File: config.mk
export PLATFORM = sky130hd
export DESIGN_NAME = parallel_master_slave_port
export DESIGN_NICKNAME = d
export VERILOG_FILES = /design/src/pmp_pkg.sv /design/src/parallel_master_slave_port.sv /design/src/slave_buffers.sv
export VERILOG_INCLUDE_DIRS = /design/src /design/src/src
export SDC_FILE = /design/constraint.sdc
export NUM_CORES = 1
export LEC_CHECK = 0
export ABC_AREA = 1
export BUFFER_PORTS_ARGS = -buffer_cell sky130_fd_sc_hd__buf_4
export CAP_MARGIN = 20
export CORE_ASPECT_RATIO = 0.8
export CORE_UTILIZATION = 40
export CTS_BUF_LIST = sky130_fd_sc_hd__clkbuf_8
export CTS_CLUSTER_SIZE = 24
export DETAILED_ROUTE_END_ITERATION = 10
export GPL_ROUTABILITY_DRIVEN = 0
export PLACE_DENSITY = 0.62
export SYNTH_ARGS = -nofsm -noshare
export SYNTH_HDL_FRONTEND = slang
export SYNTH_SLANG_ARGS = --single-unit
File: constraint.sdc
create_clock -name ref_clk -period 9.4 [get_ports ref_clk]
set_input_delay 2.35 -clock ref_clk [delete_from_list [all_inputs] [get_ports ref_clk]]
set_output_delay 2.35 -clock ref_clk [all_outputs]
set_load 0.05 [all_outputs]
File: src/pmp_consts.svh
// constants for the parallel master/slave port: modes, encodings, pin slots, reset values
`ifndef PMP_CONSTS_SVH
`define PMP_CONSTS_SVH

// ====================================================================
// mode field encodings
`define MODE_SLAVE_ADDR 2'h1
`define MODE_MSTR_SEP 2'h2
`define MODE_MSTR_ENB 2'h3

// ====================================================================
// address multiplexing encodings
`define MUX_DEMUX 2'h0
`define MUX_PART 2'h1
`define MUX_FULL 2'h2

// ====================================================================
// address step encodings
`define STEP_INC 2'h1
`define STEP_DEC 2'h2

// ====================================================================
// chip-select function encodings
`define CSF_SEL_TWO 2'h1
`define CSF_SEL_BOTH 2'h2

// ====================================================================
// pin positions on the address pins
`define PIN_LATCH_LOW 0
`define PIN_LATCH_HIGH 1
`define PIN_SEL_ONE 14
`define PIN_SEL_TWO 15

// ====================================================================
// reset values
`define RST_OUT_EMPTY 4'hf
`define RST_IN_FULL 4'h0
`define RST_ADDR 16'h0000
`define RST_BYTE 8'h00

`endif

File: src/pmp_pkg.sv
// types shared by the parallel port modules
`default_nettype none
package pmp_pkg;

	// ====================================================================
	// master configuration carried as one bundle
	typedef struct packed {
		logic wide_data_sel;
		logic [1:0] addr_mux_sel;
		logic [1:0] addr_step_sel;
		logic [1:0] begin_wait_field;
		logic [3:0] middle_wait_field;
		logic [1:0] end_wait_field;
		logic [1:0] chip_sel_func;
		logic read_pol;
		logic write_pol;
		logic byte_enable_pol;
		logic latch_pol;
		logic sel_one_polarity;
		logic sel_two_polarity;
		logic byte_enable_pin_en;
		logic write_pin_en;
		logic read_pin_en;
		logic [15:0] addr_pin_enables;
	} master_cfg_t;

	// ====================================================================
	// slave buffer status
	typedef struct packed {
		logic [3:0] out_buf_empty_bit;
		logic all_out_empty_flag;
		logic [3:0] in_buf_full_bit;
		logic all_in_full_flag;
		logic underflow_flag;
		logic overflow_flag;
	} slave_status_t;

	// ====================================================================
	// master sequencer states
	typedef enum logic [5:0] {
		M_IDLE = 6'h01,
		M_ALO = 6'h02,
		M_AHI = 6'h04,
		M_SETUP = 6'h08,
		M_STROBE = 6'h10,
		M_HOLD = 6'h20
	} mstate_t;

	// slave side state
	typedef struct packed {
		logic [3:0][7:0] out_buf;
		logic [3:0][7:0] in_buf;
		slave_status_t stat;
		logic prev_rd;
		logic prev_wr;
		logic [7:0] rd_data;
		logic rd_active;
	} slv_state_t;

	// master side state, pins included
	typedef struct packed {
		mstate_t fsm;
		logic [3:0] cnt;
		logic hi;
		logic dir_rd;
		logic [15:0] wdata;
		logic [15:0] rdata;
		logic [15:0] addr;
		logic busy;
		logic irq;
		logic [7:0] data_out;
		logic data_oe;
		logic [15:0] addr_out;
		logic [15:0] addr_oe;
		logic rd_pin;
		logic rd_oe;
		logic wr_pin;
		logic wr_oe;
		logic be_pin;
		logic be_oe;
	} mst_state_t;

endpackage

`default_nettype wire

File: src/parallel_master_slave_port.sv
// parallel port top: addressable slave buffers and the master bus sequencer
`timescale 1ns/1ps
`default_nettype none
`include "pmp_consts.svh"

module parallel_master_slave_port (
	input wire logic ref_clk,
	input wire logic rst,
	input wire logic module_enable,
	input wire logic [1:0] mode_sel,
	input wire pmp_pkg::master_cfg_t cfg,
	input wire logic irq_enable,
	input wire logic addr_load,
	input wire logic [15:0] addr_load_val,
	input wire logic req_read,
	input wire logic req_write,
	input wire logic [15:0] mst_wdata,
	input wire logic slv_cs,
	input wire logic slv_rd,
	input wire logic slv_wr,
	input wire logic [1:0] slv_addr,
	input wire logic sw_out_wr,
	input wire logic [1:0] sw_out_idx,
	input wire logic [7:0] sw_out_data,
	input wire logic sw_in_rd,
	input wire logic [1:0] sw_in_idx,
	input wire logic underflow_clr,
	input wire logic overflow_clr,
	input wire logic [7:0] port_data_in,
	output logic [7:0] port_data_pins,
	output logic port_data_oe,
	output logic [15:0] port_addr_pins,
	output logic [15:0] port_addr_oe,
	output logic read_strobe,
	output logic read_strobe_oe,
	output logic write_strobe,
	output logic write_strobe_oe,
	output logic byte_enable_strobe,
	output logic byte_enable_strobe_oe,
	output logic [15:0] mst_rdata,
	output logic [15:0] port_address_reg,
	output logic busy,
	output logic port_irq,
	output logic [3:0][7:0] in_bufs,
	output pmp_pkg::slave_status_t slv_status
);

	// ====================================================================
	// slave side
	logic slave_on;
	logic [7:0] slv_rd_data;
	logic slv_rd_active;

	assign slave_on = module_enable && (mode_sel == `MODE_SLAVE_ADDR);

	slave_buffers u_slave (
		.ref_clk(ref_clk),
		.rst(rst),
		.enable(slave_on),
		.slv_cs(slv_cs),
		.slv_rd(slv_rd),
		.slv_wr(slv_wr),
		.slv_addr(slv_addr),
		.slv_din(port_data_in),
		.sw_out_wr(sw_out_wr),
		.sw_out_idx(sw_out_idx),
		.sw_out_data(sw_out_data),
		.sw_in_rd(sw_in_rd),
		.sw_in_idx(sw_in_idx),
		.underflow_clr(underflow_clr),
		.overflow_clr(overflow_clr),
		.rd_data(slv_rd_data),
		.rd_active(slv_rd_active),
		.in_bufs(in_bufs),
		.status(slv_status)
	);

	// ====================================================================
	// master helpers
	pmp_pkg::mst_state_t s_reg, s_next;
	logic mst_on, waits_on, sel_one_cs, sel_two_cs, last_cycle, sel_active;
	logic [15:0] keep_mask, addr_stepped, addr_hi_mux;
	pmp_pkg::mstate_t first_st;
	logic [3:0] first_cnt;

	// polarity: set means active high
	function automatic logic pol_lvl(input logic act, input logic pol);
		pol_lvl = pol ? act : !act;
	endfunction

	assign mst_on = module_enable && mode_sel[1];
	assign waits_on = cfg.middle_wait_field != 4'h0;
	// chip-select function picks which top address pins are selects
	assign sel_two_cs = (cfg.chip_sel_func == `CSF_SEL_TWO)
		|| (cfg.chip_sel_func == `CSF_SEL_BOTH);
	assign sel_one_cs = cfg.chip_sel_func == `CSF_SEL_BOTH;
	assign keep_mask = {sel_two_cs, sel_one_cs, 14'h0000};

	// first data-phase state: setup only counts when the strobe wait is on
	assign first_st = (waits_on && cfg.begin_wait_field != 2'h0) ?
		pmp_pkg::M_SETUP : pmp_pkg::M_STROBE;
	assign first_cnt = (waits_on && cfg.begin_wait_field != 2'h0) ?
		{2'h0, cfg.begin_wait_field - 2'h1} : cfg.middle_wait_field;

	// address step leaves chip-select bits untouched
	assign addr_stepped = (cfg.addr_step_sel == `STEP_INC) ? s_reg.addr + 16'h0001 :
		(cfg.addr_step_sel == `STEP_DEC) ? s_reg.addr - 16'h0001 : s_reg.addr;
	// upper address byte for the data pins, select bits forced low
	assign addr_hi_mux = s_reg.addr & ~keep_mask;

	// last cycle of the current data-phase state's count (setup, strobe or hold)
	assign last_cycle = s_reg.cnt == 4'h0;

	// ====================================================================
	// master sequencer and pin next values
	always_comb begin
		s_next = s_reg;
		s_next.irq = 1'b0;
		unique case (s_reg.fsm)
			pmp_pkg::M_IDLE: begin
				if (addr_load) begin
					s_next.addr = addr_load_val;
				end
				// requests while busy never reach here
				if (mst_on && (req_read || req_write)) begin
					s_next.dir_rd = req_read;
					s_next.wdata = mst_wdata;
					s_next.hi = 1'b0;
					if (cfg.addr_mux_sel == `MUX_PART || cfg.addr_mux_sel == `MUX_FULL) begin
						s_next.fsm = pmp_pkg::M_ALO;
					end else begin
						s_next.fsm = first_st;
						s_next.cnt = first_cnt;
					end
				end
			end
			pmp_pkg::M_ALO: begin
				if (cfg.addr_mux_sel == `MUX_FULL) begin
					s_next.fsm = pmp_pkg::M_AHI;
				end else begin
					s_next.fsm = first_st;
					s_next.cnt = first_cnt;
				end
			end
			pmp_pkg::M_AHI: begin
				s_next.fsm = first_st;
				s_next.cnt = first_cnt;
			end
			pmp_pkg::M_SETUP: begin
				if (last_cycle) begin
					s_next.fsm = pmp_pkg::M_STROBE;
					s_next.cnt = cfg.middle_wait_field;
				end else begin
					s_next.cnt = s_reg.cnt - 4'h1;
				end
			end
			pmp_pkg::M_STROBE: begin
				if (last_cycle) begin
					// read data sampled on the strobe's final cycle
					if (s_reg.dir_rd && s_reg.hi) begin
						s_next.rdata[15:8] = port_data_in;
					end else if (s_reg.dir_rd) begin
						s_next.rdata[7:0] = port_data_in;
					end
					if (waits_on && cfg.end_wait_field != 2'h0) begin
						s_next.fsm = pmp_pkg::M_HOLD;
						s_next.cnt = {2'h0, cfg.end_wait_field - 2'h1};
					end else begin
						s_next.fsm = pmp_pkg::M_IDLE;
					end
				end else begin
					s_next.cnt = s_reg.cnt - 4'h1;
				end
			end
			pmp_pkg::M_HOLD: begin
				if (last_cycle) begin
					s_next.fsm = pmp_pkg::M_IDLE;
				end else begin
					s_next.cnt = s_reg.cnt - 4'h1;
				end
			end
			default: begin
				s_next.fsm = pmp_pkg::M_IDLE;
			end
		endcase
		// end of a byte: second byte of a wide word, else completion
		if (s_reg.fsm != pmp_pkg::M_IDLE && s_next.fsm == pmp_pkg::M_IDLE) begin
			if (cfg.wide_data_sel && !s_reg.hi) begin
				s_next.hi = 1'b1;
				s_next.fsm = first_st;
				s_next.cnt = first_cnt;
			end else begin
				s_next.irq = irq_enable;
				s_next.addr = (addr_stepped & ~keep_mask) | (s_reg.addr & keep_mask);
			end
		end
		// leaving master mode aborts a transfer
		if (!mst_on) begin
			s_next.fsm = pmp_pkg::M_IDLE;
		end
		s_next.busy = s_next.fsm != pmp_pkg::M_IDLE;

		// pins follow the next state so they leave straight from flops
		sel_active = s_next.busy;
		s_next.data_oe = 1'b0;
		s_next.data_out = s_next.hi ? s_next.wdata[15:8] : s_next.wdata[7:0];
		unique case (s_next.fsm)
			pmp_pkg::M_ALO: begin
				s_next.data_out = s_next.addr[7:0];
				s_next.data_oe = 1'b1;
			end
			pmp_pkg::M_AHI: begin
				s_next.data_out = addr_hi_mux[15:8];
				s_next.data_oe = 1'b1;
			end
			pmp_pkg::M_SETUP, pmp_pkg::M_STROBE, pmp_pkg::M_HOLD: begin
				s_next.data_oe = !s_next.dir_rd;
			end
			default: begin
				s_next.data_oe = 1'b0;
			end
		endcase
		// slave mode owns the data pins while a read strobe is active
		if (slave_on) begin
			s_next.data_out = slv_rd_data;
			s_next.data_oe = slv_rd_active;
		end
		// address pins, with latch strobes and chip selects overlaid
		s_next.addr_out = s_next.addr;
		if (cfg.addr_mux_sel != `MUX_DEMUX) begin
			s_next.addr_out[`PIN_LATCH_LOW] =
				pol_lvl(s_next.fsm == pmp_pkg::M_ALO, cfg.latch_pol);
		end
		if (cfg.addr_mux_sel == `MUX_FULL) begin
			s_next.addr_out[`PIN_LATCH_HIGH] =
				pol_lvl(s_next.fsm == pmp_pkg::M_AHI, cfg.latch_pol);
		end
		if (sel_one_cs) begin
			s_next.addr_out[`PIN_SEL_ONE] = pol_lvl(sel_active, cfg.sel_one_polarity);
		end
		if (sel_two_cs) begin
			s_next.addr_out[`PIN_SEL_TWO] = pol_lvl(sel_active, cfg.sel_two_polarity);
		end
		s_next.addr_oe = cfg.addr_pin_enables & {16{mst_on}};
		// read/write strobes, combined line and enable in mode 11
		if (mode_sel == `MODE_MSTR_ENB) begin
			s_next.rd_pin = pol_lvl(sel_active && s_next.dir_rd, cfg.read_pol);
			s_next.wr_pin = pol_lvl(s_next.fsm == pmp_pkg::M_STROBE, cfg.write_pol);
		end else begin
			s_next.rd_pin = pol_lvl(s_next.fsm == pmp_pkg::M_STROBE && s_next.dir_rd,
				cfg.read_pol);
			s_next.wr_pin = pol_lvl(s_next.fsm == pmp_pkg::M_STROBE && !s_next.dir_rd,
				cfg.write_pol);
		end
		s_next.be_pin = pol_lvl(s_next.hi && (s_next.fsm == pmp_pkg::M_SETUP
			|| s_next.fsm == pmp_pkg::M_STROBE || s_next.fsm == pmp_pkg::M_HOLD),
			cfg.byte_enable_pol);
		s_next.rd_oe = cfg.read_pin_en && mst_on;
		s_next.wr_oe = cfg.write_pin_en && mst_on;
		s_next.be_oe = cfg.byte_enable_pin_en && mst_on;
	end

	// state register
	always_ff @(posedge ref_clk or posedge rst) begin
		if (rst) begin
			s_reg <= '0;
			s_reg.fsm <= pmp_pkg::M_IDLE;
			s_reg.addr <= `RST_ADDR;
			s_reg.data_out <= `RST_BYTE;
		end else begin
			s_reg <= s_next;
		end
	end

	// ====================================================================
	// outputs straight from the state register
	assign port_data_pins = s_reg.data_out;
	assign port_data_oe = s_reg.data_oe;
	assign port_addr_pins = s_reg.addr_out;
	assign port_addr_oe = s_reg.addr_oe;
	assign read_strobe = s_reg.rd_pin;
	assign read_strobe_oe = s_reg.rd_oe;
	assign write_strobe = s_reg.wr_pin;
	assign write_strobe_oe = s_reg.wr_oe;
	assign byte_enable_strobe = s_reg.be_pin;
	assign byte_enable_strobe_oe = s_reg.be_oe;
	assign mst_rdata = s_reg.rdata;
	assign port_address_reg = s_reg.addr;
	assign busy = s_reg.busy;
	assign port_irq = s_reg.irq;

	// ====================================================================
	// checks
	a_busy_ignore: assert property (@(posedge ref_clk) disable iff (rst)
		s_reg.busy && req_write |=> $stable(s_reg.wdata))
		else $error("request taken while busy");
	a_no_master_off: assert property (@(posedge ref_clk) disable iff (rst)
		!mst_on |=> !busy)
		else $error("master ran outside master mode");
	a_full_addr_seq: assert property (@(posedge ref_clk) disable iff (rst)
		mst_on && !s_reg.busy && req_read && cfg.addr_mux_sel == `MUX_FULL ##1 mst_on
		|-> s_reg.fsm == pmp_pkg::M_ALO && port_data_pins == s_reg.addr[7:0]
		##1 (s_reg.fsm == pmp_pkg::M_AHI
		&& (port_data_pins[7:6] & {sel_two_cs, sel_one_cs}) == 2'b00) || !mst_on)
		else $error("full mux address phases wrong");
	a_sel_idle_level: assert property (@(posedge ref_clk) disable iff (rst)
		!busy && sel_two_cs && $stable(cfg) && $stable(busy)
		|-> port_addr_pins[`PIN_SEL_TWO] == !cfg.sel_two_polarity)
		else $error("idle chip select not inactive");
	a_wide_bytes: assert property (@(posedge ref_clk) disable iff (rst)
		mst_on && !s_reg.busy && req_write && cfg.wide_data_sel && !waits_on
		&& cfg.addr_mux_sel == `MUX_DEMUX ##1 $stable(cfg) && mst_on
		|-> port_data_pins == s_reg.wdata[7:0]
		##1 port_data_pins == s_reg.wdata[15:8] && byte_enable_strobe == cfg.byte_enable_pol)
		else $error("wide word byte order wrong");
	a_done_irq: assert property (@(posedge ref_clk) disable iff (rst)
		s_reg.busy && !s_next.busy && mst_on |=> port_irq == $past(irq_enable))
		else $error("completion interrupt wrong");
	a_strobe_len: assert property (@(posedge ref_clk) disable iff (rst)
		$rose(s_reg.fsm == pmp_pkg::M_STROBE) && cfg.middle_wait_field == 4'h2
		&& mst_on ##1 $stable(cfg) && mst_on
		|-> s_reg.fsm == pmp_pkg::M_STROBE ##1 s_reg.fsm == pmp_pkg::M_STROBE || !mst_on)
		else $error("strobe shorter than middle wait");
	c_wide_write: cover property (@(posedge ref_clk) disable iff (rst)
		s_reg.hi && s_reg.fsm == pmp_pkg::M_STROBE && !s_reg.dir_rd);
	c_full_read: cover property (@(posedge ref_clk) disable iff (rst)
		s_reg.fsm == pmp_pkg::M_AHI ##[1:40] port_irq);
	c_wait_hold: cover property (@(posedge ref_clk) disable iff (rst)
		s_reg.fsm == pmp_pkg::M_HOLD);

endmodule // parallel_master_slave_port

`default_nettype wire

File: src/slave_buffers.sv
// addressable slave buffers: four output bytes, four input bytes, status flags
`timescale 1ns/1ps
`default_nettype none
`include "pmp_consts.svh"

module slave_buffers (
	input wire logic ref_clk,
	input wire logic rst,
	input wire logic enable,
	input wire logic slv_cs,
	input wire logic slv_rd,
	input wire logic slv_wr,
	input wire logic [1:0] slv_addr,
	input wire logic [7:0] slv_din,
	input wire logic sw_out_wr,
	input wire logic [1:0] sw_out_idx,
	input wire logic [7:0] sw_out_data,
	input wire logic sw_in_rd,
	input wire logic [1:0] sw_in_idx,
	input wire logic underflow_clr,
	input wire logic overflow_clr,
	output logic [7:0] rd_data,
	output logic rd_active,
	output logic [3:0][7:0] in_bufs,
	output pmp_pkg::slave_status_t status
);

	pmp_pkg::slv_state_t s_reg, s_next;
	logic rd_go, wr_go;

	// strobe start detection, strobes already in this clock domain
	assign rd_go = enable && slv_cs && slv_rd && !s_reg.prev_rd;
	assign wr_go = enable && slv_cs && slv_wr && !s_reg.prev_wr;

	// next state: clears first so a same-cycle set wins
	always_comb begin
		s_next = s_reg;
		s_next.prev_rd = enable && slv_cs && slv_rd;
		s_next.prev_wr = enable && slv_cs && slv_wr;
		s_next.rd_active = enable && slv_cs && slv_rd;
		s_next.rd_data = s_reg.out_buf[slv_addr];
		if (underflow_clr) begin
			s_next.stat.underflow_flag = 1'b0;
		end
		if (overflow_clr) begin
			s_next.stat.overflow_flag = 1'b0;
		end
		if (sw_out_wr) begin
			s_next.out_buf[sw_out_idx] = sw_out_data;
			s_next.stat.out_buf_empty_bit[sw_out_idx] = 1'b0;
		end
		if (sw_in_rd) begin
			s_next.stat.in_buf_full_bit[sw_in_idx] = 1'b0;
		end
		if (rd_go) begin
			if (s_reg.stat.out_buf_empty_bit[slv_addr]) begin
				s_next.stat.underflow_flag = 1'b1;
			end
			s_next.stat.out_buf_empty_bit[slv_addr] = 1'b1;
		end
		if (wr_go) begin
			if (s_reg.stat.in_buf_full_bit[slv_addr]) begin
				s_next.stat.overflow_flag = 1'b1;
			end else begin
				s_next.in_buf[slv_addr] = slv_din;
				s_next.stat.in_buf_full_bit[slv_addr] = 1'b1;
			end
		end
		s_next.stat.all_out_empty_flag = &s_next.stat.out_buf_empty_bit;
		s_next.stat.all_in_full_flag = &s_next.stat.in_buf_full_bit;
	end

	// state register
	always_ff @(posedge ref_clk or posedge rst) begin
		if (rst) begin
			s_reg <= '0;
			s_reg.stat.out_buf_empty_bit <= `RST_OUT_EMPTY;
			s_reg.stat.all_out_empty_flag <= 1'b1;
			s_reg.stat.in_buf_full_bit <= `RST_IN_FULL;
		end else begin
			s_reg <= s_next;
		end
	end

	assign rd_data = s_reg.rd_data;
	assign rd_active = s_reg.rd_active;
	assign in_bufs = s_reg.in_buf;
	assign status = s_reg.stat;

	// ====================================================================
	// checks
	a_read_drive: assert property (@(posedge ref_clk) disable iff (rst)
		enable && slv_cs && slv_rd |=> rd_active && rd_data == $past(s_reg.out_buf[slv_addr]))
		else $error("slave read byte wrong");
	a_under_raise: assert property (@(posedge ref_clk) disable iff (rst)
		rd_go && s_reg.stat.out_buf_empty_bit[slv_addr] |=> status.underflow_flag)
		else $error("underflow not raised");
	a_write_capture: assert property (@(posedge ref_clk) disable iff (rst)
		wr_go && !s_reg.stat.in_buf_full_bit[slv_addr]
		|=> in_bufs[$past(slv_addr)] == $past(slv_din) && status.in_buf_full_bit[$past(slv_addr)])
		else $error("slave write not captured");
	a_over_discard: assert property (@(posedge ref_clk) disable iff (rst)
		wr_go && s_reg.stat.in_buf_full_bit[slv_addr]
		|=> status.overflow_flag && $stable(in_bufs))
		else $error("overflow byte not discarded");
	c_slave_read: cover property (@(posedge ref_clk) disable iff (rst) rd_go);
	c_overflow: cover property (@(posedge ref_clk) disable iff (rst) $rose(status.overflow_flag));

endmodule // slave_buffers

`default_nettype wire

== Word-level counts from Yosys, hierarchy flattened ==
Index checks and enable logic that the tools add are counted.

* Bitwise operators: 14
* Reduce and logical (&&, ||, !) cells: 52
* Equal/unequal tests: 22
* Mux-type cells: 77
* Magnitude comparators: 6
* Add/sub/neg operators: 5

{| class="wikitable"
|+ Operators by type and width
! cell !! number
|-
| two-way mux 16 bit || 6
|-
| AND 16 bit || 4
|-
| bitwise mux 32 bit || 2
|-
| two-way mux 4 bit || 12
|-
| one-hot mux 6 bit (6 select lines) || 1
|-
| demux 8 bit (select 2 bit) || 2
|-
| two-way mux 8 bit || 4
|-
| two-way mux 6 bit || 5
|-
| two-way mux 1 bit || 28
|-
| two-way mux 28 bit || 1
|-
| one-hot mux 4 bit (6 select lines) || 1
|-
| logical AND 1 bit || 23
|-
| two-way mux 11 bit || 2
|-
| two-way mux 18 bit || 1
|-
| adder 16 x 1 -> 16 bit (second input constant) || 1
|-
| binary-select mux 8 bit (select 2 bit) || 1
|-
| NOT 16 bit || 1
|-
| OR 16 bit || 1
|-
| one-hot mux 8 bit (2 select lines) || 1
|-
| subtractor 16 x 1 -> 16 bit (second input constant) || 1
|-
| two-way mux 5 bit || 3
|-
| == test 6 x 1 -> 1 bit (second input constant) || 2
|-
| == test 6 x 2 -> 1 bit (second input constant) || 2
|-
| == test 6 x 3 -> 1 bit (second input constant) || 2
|-
| other kinds (28) || 69
|}

* Input port bits: 110
* Output and inout port bits: 125
* Logic and storage cells: 213
* Register bits: 195

== Logic depth before layout (Yosys ltp) ==
* Word-level depth: 16
* Depth in mapped cells: 17
* Depth with buffers taken out: 16

== Modules after synthesis ==
A second synthesis with hierarchy kept.

* Cells, all modules: 1329
* Area total of the unflattened synthesis: 10207.3 µm²

{| class="wikitable"
|+ Modules (own cells, without submodules)
! module !! area an instance (µm²) !! instances !! cells each !! sequential area each (µm²)
|-
| parallel_master_slave_port || 6389.9 || 1 || 908 || 2428.6
|-
| slave_buffers || 3817.4 || 1 || 421 || 2158.3
|}

== Worst setup path before layout ==
OpenSTA, ideal clock, no wires.

* Path kind: input to register
* From: input cfg[36] (netlist name)
* To: register s_reg (netlist bit port_data_pins[5])
* Required time: 9282 ps
* Cell stages on the path: 14
* Data arrival time: 3616 ps
* Path buffers: 0
* Path slack: 5667 ps
* Cell sequence: inv_1 > ha_1 > inv_1 > nand2_1 > nor2_1 > nand2_1 > nand2_1 > nand2_1 > nand2_1 > nand3_1 > nand3_1 > nand2_1 > a21oi_1 > nor2_1

{| class="wikitable"
|+ RTL lines
! element !! RTL line !! RTL
|-
| from (decl) || parallel_master_slave_port.sv:11 || <nowiki>input wire pmp_pkg::master_cfg_t cfg,</nowiki>
|-
| to (signal assigned) || parallel_master_slave_port.sv:271 || <nowiki>s_reg <= s_next;</nowiki>
|-
| to (decl) || parallel_master_slave_port.sv:80 || <nowiki>pmp_pkg::mst_state_t s_reg, s_next;</nowiki>
|}

==> metrics.md <==
| Metric | Value |
|---|---|
| Leakage | `6.21 nW` |
| Iteration count of the initial detailed-routing pass | `6` |
| Peak fanout along the critical path | `25` |
| Sequential share of the synthesized area | `45.9%` |
| Boundary pin count | `235` |
| Mapped Area | `9990 um^2` |
| TritonCTS Buffers | `17` |
| Fin nets | `1485` |
| Period Utilization, post-route | `42.7%` |
| Share of cells above drive strength 1 | `approximately 24%` |
| Area post-placement | `11100 um^2` |
| Synth Register Bits | `183` |
| Min Tclk post-route | `4.01 ns` |
| Max stage delay on crit path | `0.29 ns` |
| Worst path buffer plus inverter count | `4` |
| Reg clk slew, reported paths | `approximately 0.10 ns` |
| CP startpoint kind | `input port` |
| Detail Route Antenna Nets | `0` |
| Ys async rst share | `100%` |
| Ordered list of cells on the worst path | `buf_4 -> nand2_1 -> buf_4 -> nor2_1 -> nand2_4 -> clkinv_2 -> nand2_1 -> clkinv_1 -> nand3_1 -> nand3_1 -> nor2_1 -> nor2_1` |
| Die width | `179 um` |
| Post-CTS setup repair buffer count | `0` |
| Hold Fails Final Rpt | `0` |
| Post-CTS Resized | `0` |
| Post-synth top area share | `about 44%` |
| Vias in the first global route | `between 7000 and 8000` |
| RSZ-0062 raised after global routing | `no` |
| Via count | `~8300` |
| # H-tree levels | `4` |
| Ys Warns | `0` |
| Cell row count | `51` |
| Post-synth EDFFs | `0` |
| Initial antenna violation count | `2` |
| Worst vdd ir | `between 0.09 and 0.1 mV` |
| CP top delay family | `simple AND/OR/NAND/NOR gates` |
| Mapped Nets | `roughly 1400` |
| Largest net degree at the start of global routing | `108` |
| Total Die Area | `about 26000 um^2` |
| Slew Limit Fails | `0` |
| Fin area | `11600 um^2` |
| Critical Path RT | `~10 ns` |
| GRT overflow | `0` |
| CTS tree | `built` |
| Slew @ Worst Pin | `0.993 ns` |
| Fmax | `0.249 GHz` |
| Vert. Die Dim | `143 um` |
| Via density per instance | `4.87` |
| Clk sinks | `183` |
| Setup CP Type | `input port to flip-flop` |
| Main synth FF type | `dfrtp_1` |
| Total Routing Usage GR | `20.8%` |
| Power Density | `214 nW/um^2` |
| CTS Buffer Depth | `2` |
| Setup violators final | `0` |
| Root Driver | `clkbuf_8` |
| Critical path's slowest cell | `buf_4` |
| Core ar. | `24400 um^2` |
| Clock Latency Late Sink | `between 0.4 and 0.5 ns` |
| Critical path data arrival time | `4.37 ns` |
| # hold bufs at CTS | `0` |
| Post-synthesis cell type count | `between 40 and 50` |
| DP HPWL | `roughly 20 mm` |
| Initial Util | `40.9%` |
| Max reg flops | `34` |
| Area Growth Syn to Fin | `15.7%` |
| Worst-case clock skew | `0.0162 ns` |
| Gate Count Post-Synth | `1258` |
| Area contributors post-synth | `dfrtp_1, nand2_1, buf_4, o21ai_0, inv_1` |
| Drt drc | `0` |
| Setup tns final | `0 ns` |
| Max-Slew Margin vs Limit | `33.8%` |
| Crit path top cell by count | `nor2_1` |
| Yosys top cell by area | `dfrtp_1` |
| Syn Area/Cell | `7.94 um^2` |
| Max-cap violations | `0` |
| First-pass GRT wire length | `41.4 mm` |
| Port Buffer Count | `234` |
| Final wirelength | `26.2 mm` |
| Hold Path Class | `flip-flop to flip-flop` |
| DRT iter0 DRCs | `834` |
| Drt wl/cell | `15.4 um` |
| Status | `finished clean` |
| Crit end category | `flip-flop` |
## cells by family (layout without fill, tap and decap cells)
group                      count (synthesis)  in the layout  share of synthesized area (%)
xor gates and xnor gates                  15             15                           1.32
AOI/OAI and AO/OA                        195            195                           11.2
DFF                                      183            183                           45.9
and+or+nand+nor                          557            557                           24.2
adders and majority gates                 10             10                           1.25
other                                      0              2                              0
buffers and inverters                    298            418                           16.2
## placed cells by master (no fill, tap or decap), types with 5 or more instances in the layout
master,synthesis,layout
inv_1,134,133
clkbuf_8,0,17
dfstp_2,6,6
nand3_1,56,56
nand2_1,351,351
nor2_2,9,9
a21oi_2,6,6
inv_8,0,5
nand4_1,11,11
nand2_4,10,10
dfrtp_1,177,177
a21oi_1,16,16
inv_2,12,12
a22oi_1,17,17
o22ai_1,11,11
ha_1,10,10
nor3_1,7,6
o211ai_1,9,9
o21ai_0,123,123
clkinv_8,0,5
nor2_1,92,92
buf_4,118,236
xor2_1,13,13
## synth_stat cells, types with 2 or more instances
cell      instances
a21oi_2           6
nand2_2           4
nand3_2           2
xor2_1           13
o211ai_1          9
nor3_1            7
nand4_1          11
nor2_1           92
nand3_1          56
buf_6             5
a22oi_1          17
o22ai_1          11
ha_1             10
inv_2            12
nor2_4            3
inv_1           134
clkbuf_1         21
dfstp_2           6
and2_1            3
and3_1            2
nand2_1         351
o21ai_2           4
nor2_2            9
o21ai_0         123
xnor2_1           2
buf_2             4
nand3_4           2
a21oi_1          16
clkinv_1          2
buf_4           118
nand2_4          10
dfrtp_1         177
a31oi_1           2
## final timing paths
path                                  start                 to  slack, ns  depth (start not counted)
worst min register to register    s_reg[82]          s_reg[82]       0.49                          2
worst max-delay path            mode_sel[1]  port_data_pins[6]       5.39                         12
max in group asynchronous               rst  u_slave.s_reg[60]       5.94                          4
min in group asynchronous               rst         s_reg[101]       1.75                          2
worst max register to register   s_reg[100]  port_data_pins[2]       6.94                         14
worst min-delay path              s_reg[82]          s_reg[82]       0.49                          2
## worst register-to-register path: stages, from the launching register on
cell and delay, ns:
dfrtp_1 0.40, inv_1 0.14, ha_1 0.25, nand3_4 0.13, inv_2 0.19, nor2_1 0.08
nor2_2 0.11, nand2_2 0.10, nand2_4 0.19, nand2_4 0.18, nand2_2 0.25, nand2_1 0.08
nand2_1 0.10, nand2_1 0.08, a21oi_2 0.13
## cell type report
class,instances,area (um^2)
inverter,149,566
sequential,183,4590
clock inverter,15,180
multi-input combinational,777,3790
tap,318,398
fill,2465,12900
clock buffer,17,234
timing repair buffer,237,1800
antenna,2,5.00
## power by group
| group | switching, mW | internal [mW] | total, mW |
|---|---|---|---|
| registers | 0.105 | 0.903 | 1.01 |
| clock network | 0.345 | 0.204 | 0.549 |
| logic | 0.641 | 0.276 | 0.916 |
| total | 1.09 | 1.38 | 2.47 |
## through the flow
step	std cells	utilization, %	power [mW]	worst slack [ns]	hold WS [ns]
6_report	1698	47.3	2.47	5.39	0.487
3_5_place_dp	1663	45.5	1.94	4.89	0.462
4_1_cts	1695	47.2	2.49	5.38	0.489
5_1_grt	1696	47.3	2.62	5.16	0.509
2_1_floorplan	1258	-	1.76	2.09	0.442
3_3_place_gp	1663	45.5	1.93	4.94	0.461
## per-layer routing
layer,GRT usage (%),vias to the layer above,routed length [um]
met2,31.9,276,12100
li1,-,4094,-
met3,4.89,19,1790
met5,0,-,13
met4,4.77,2,238
met1,29.8,3879,12000
Power figures use the tool's default switching activity.
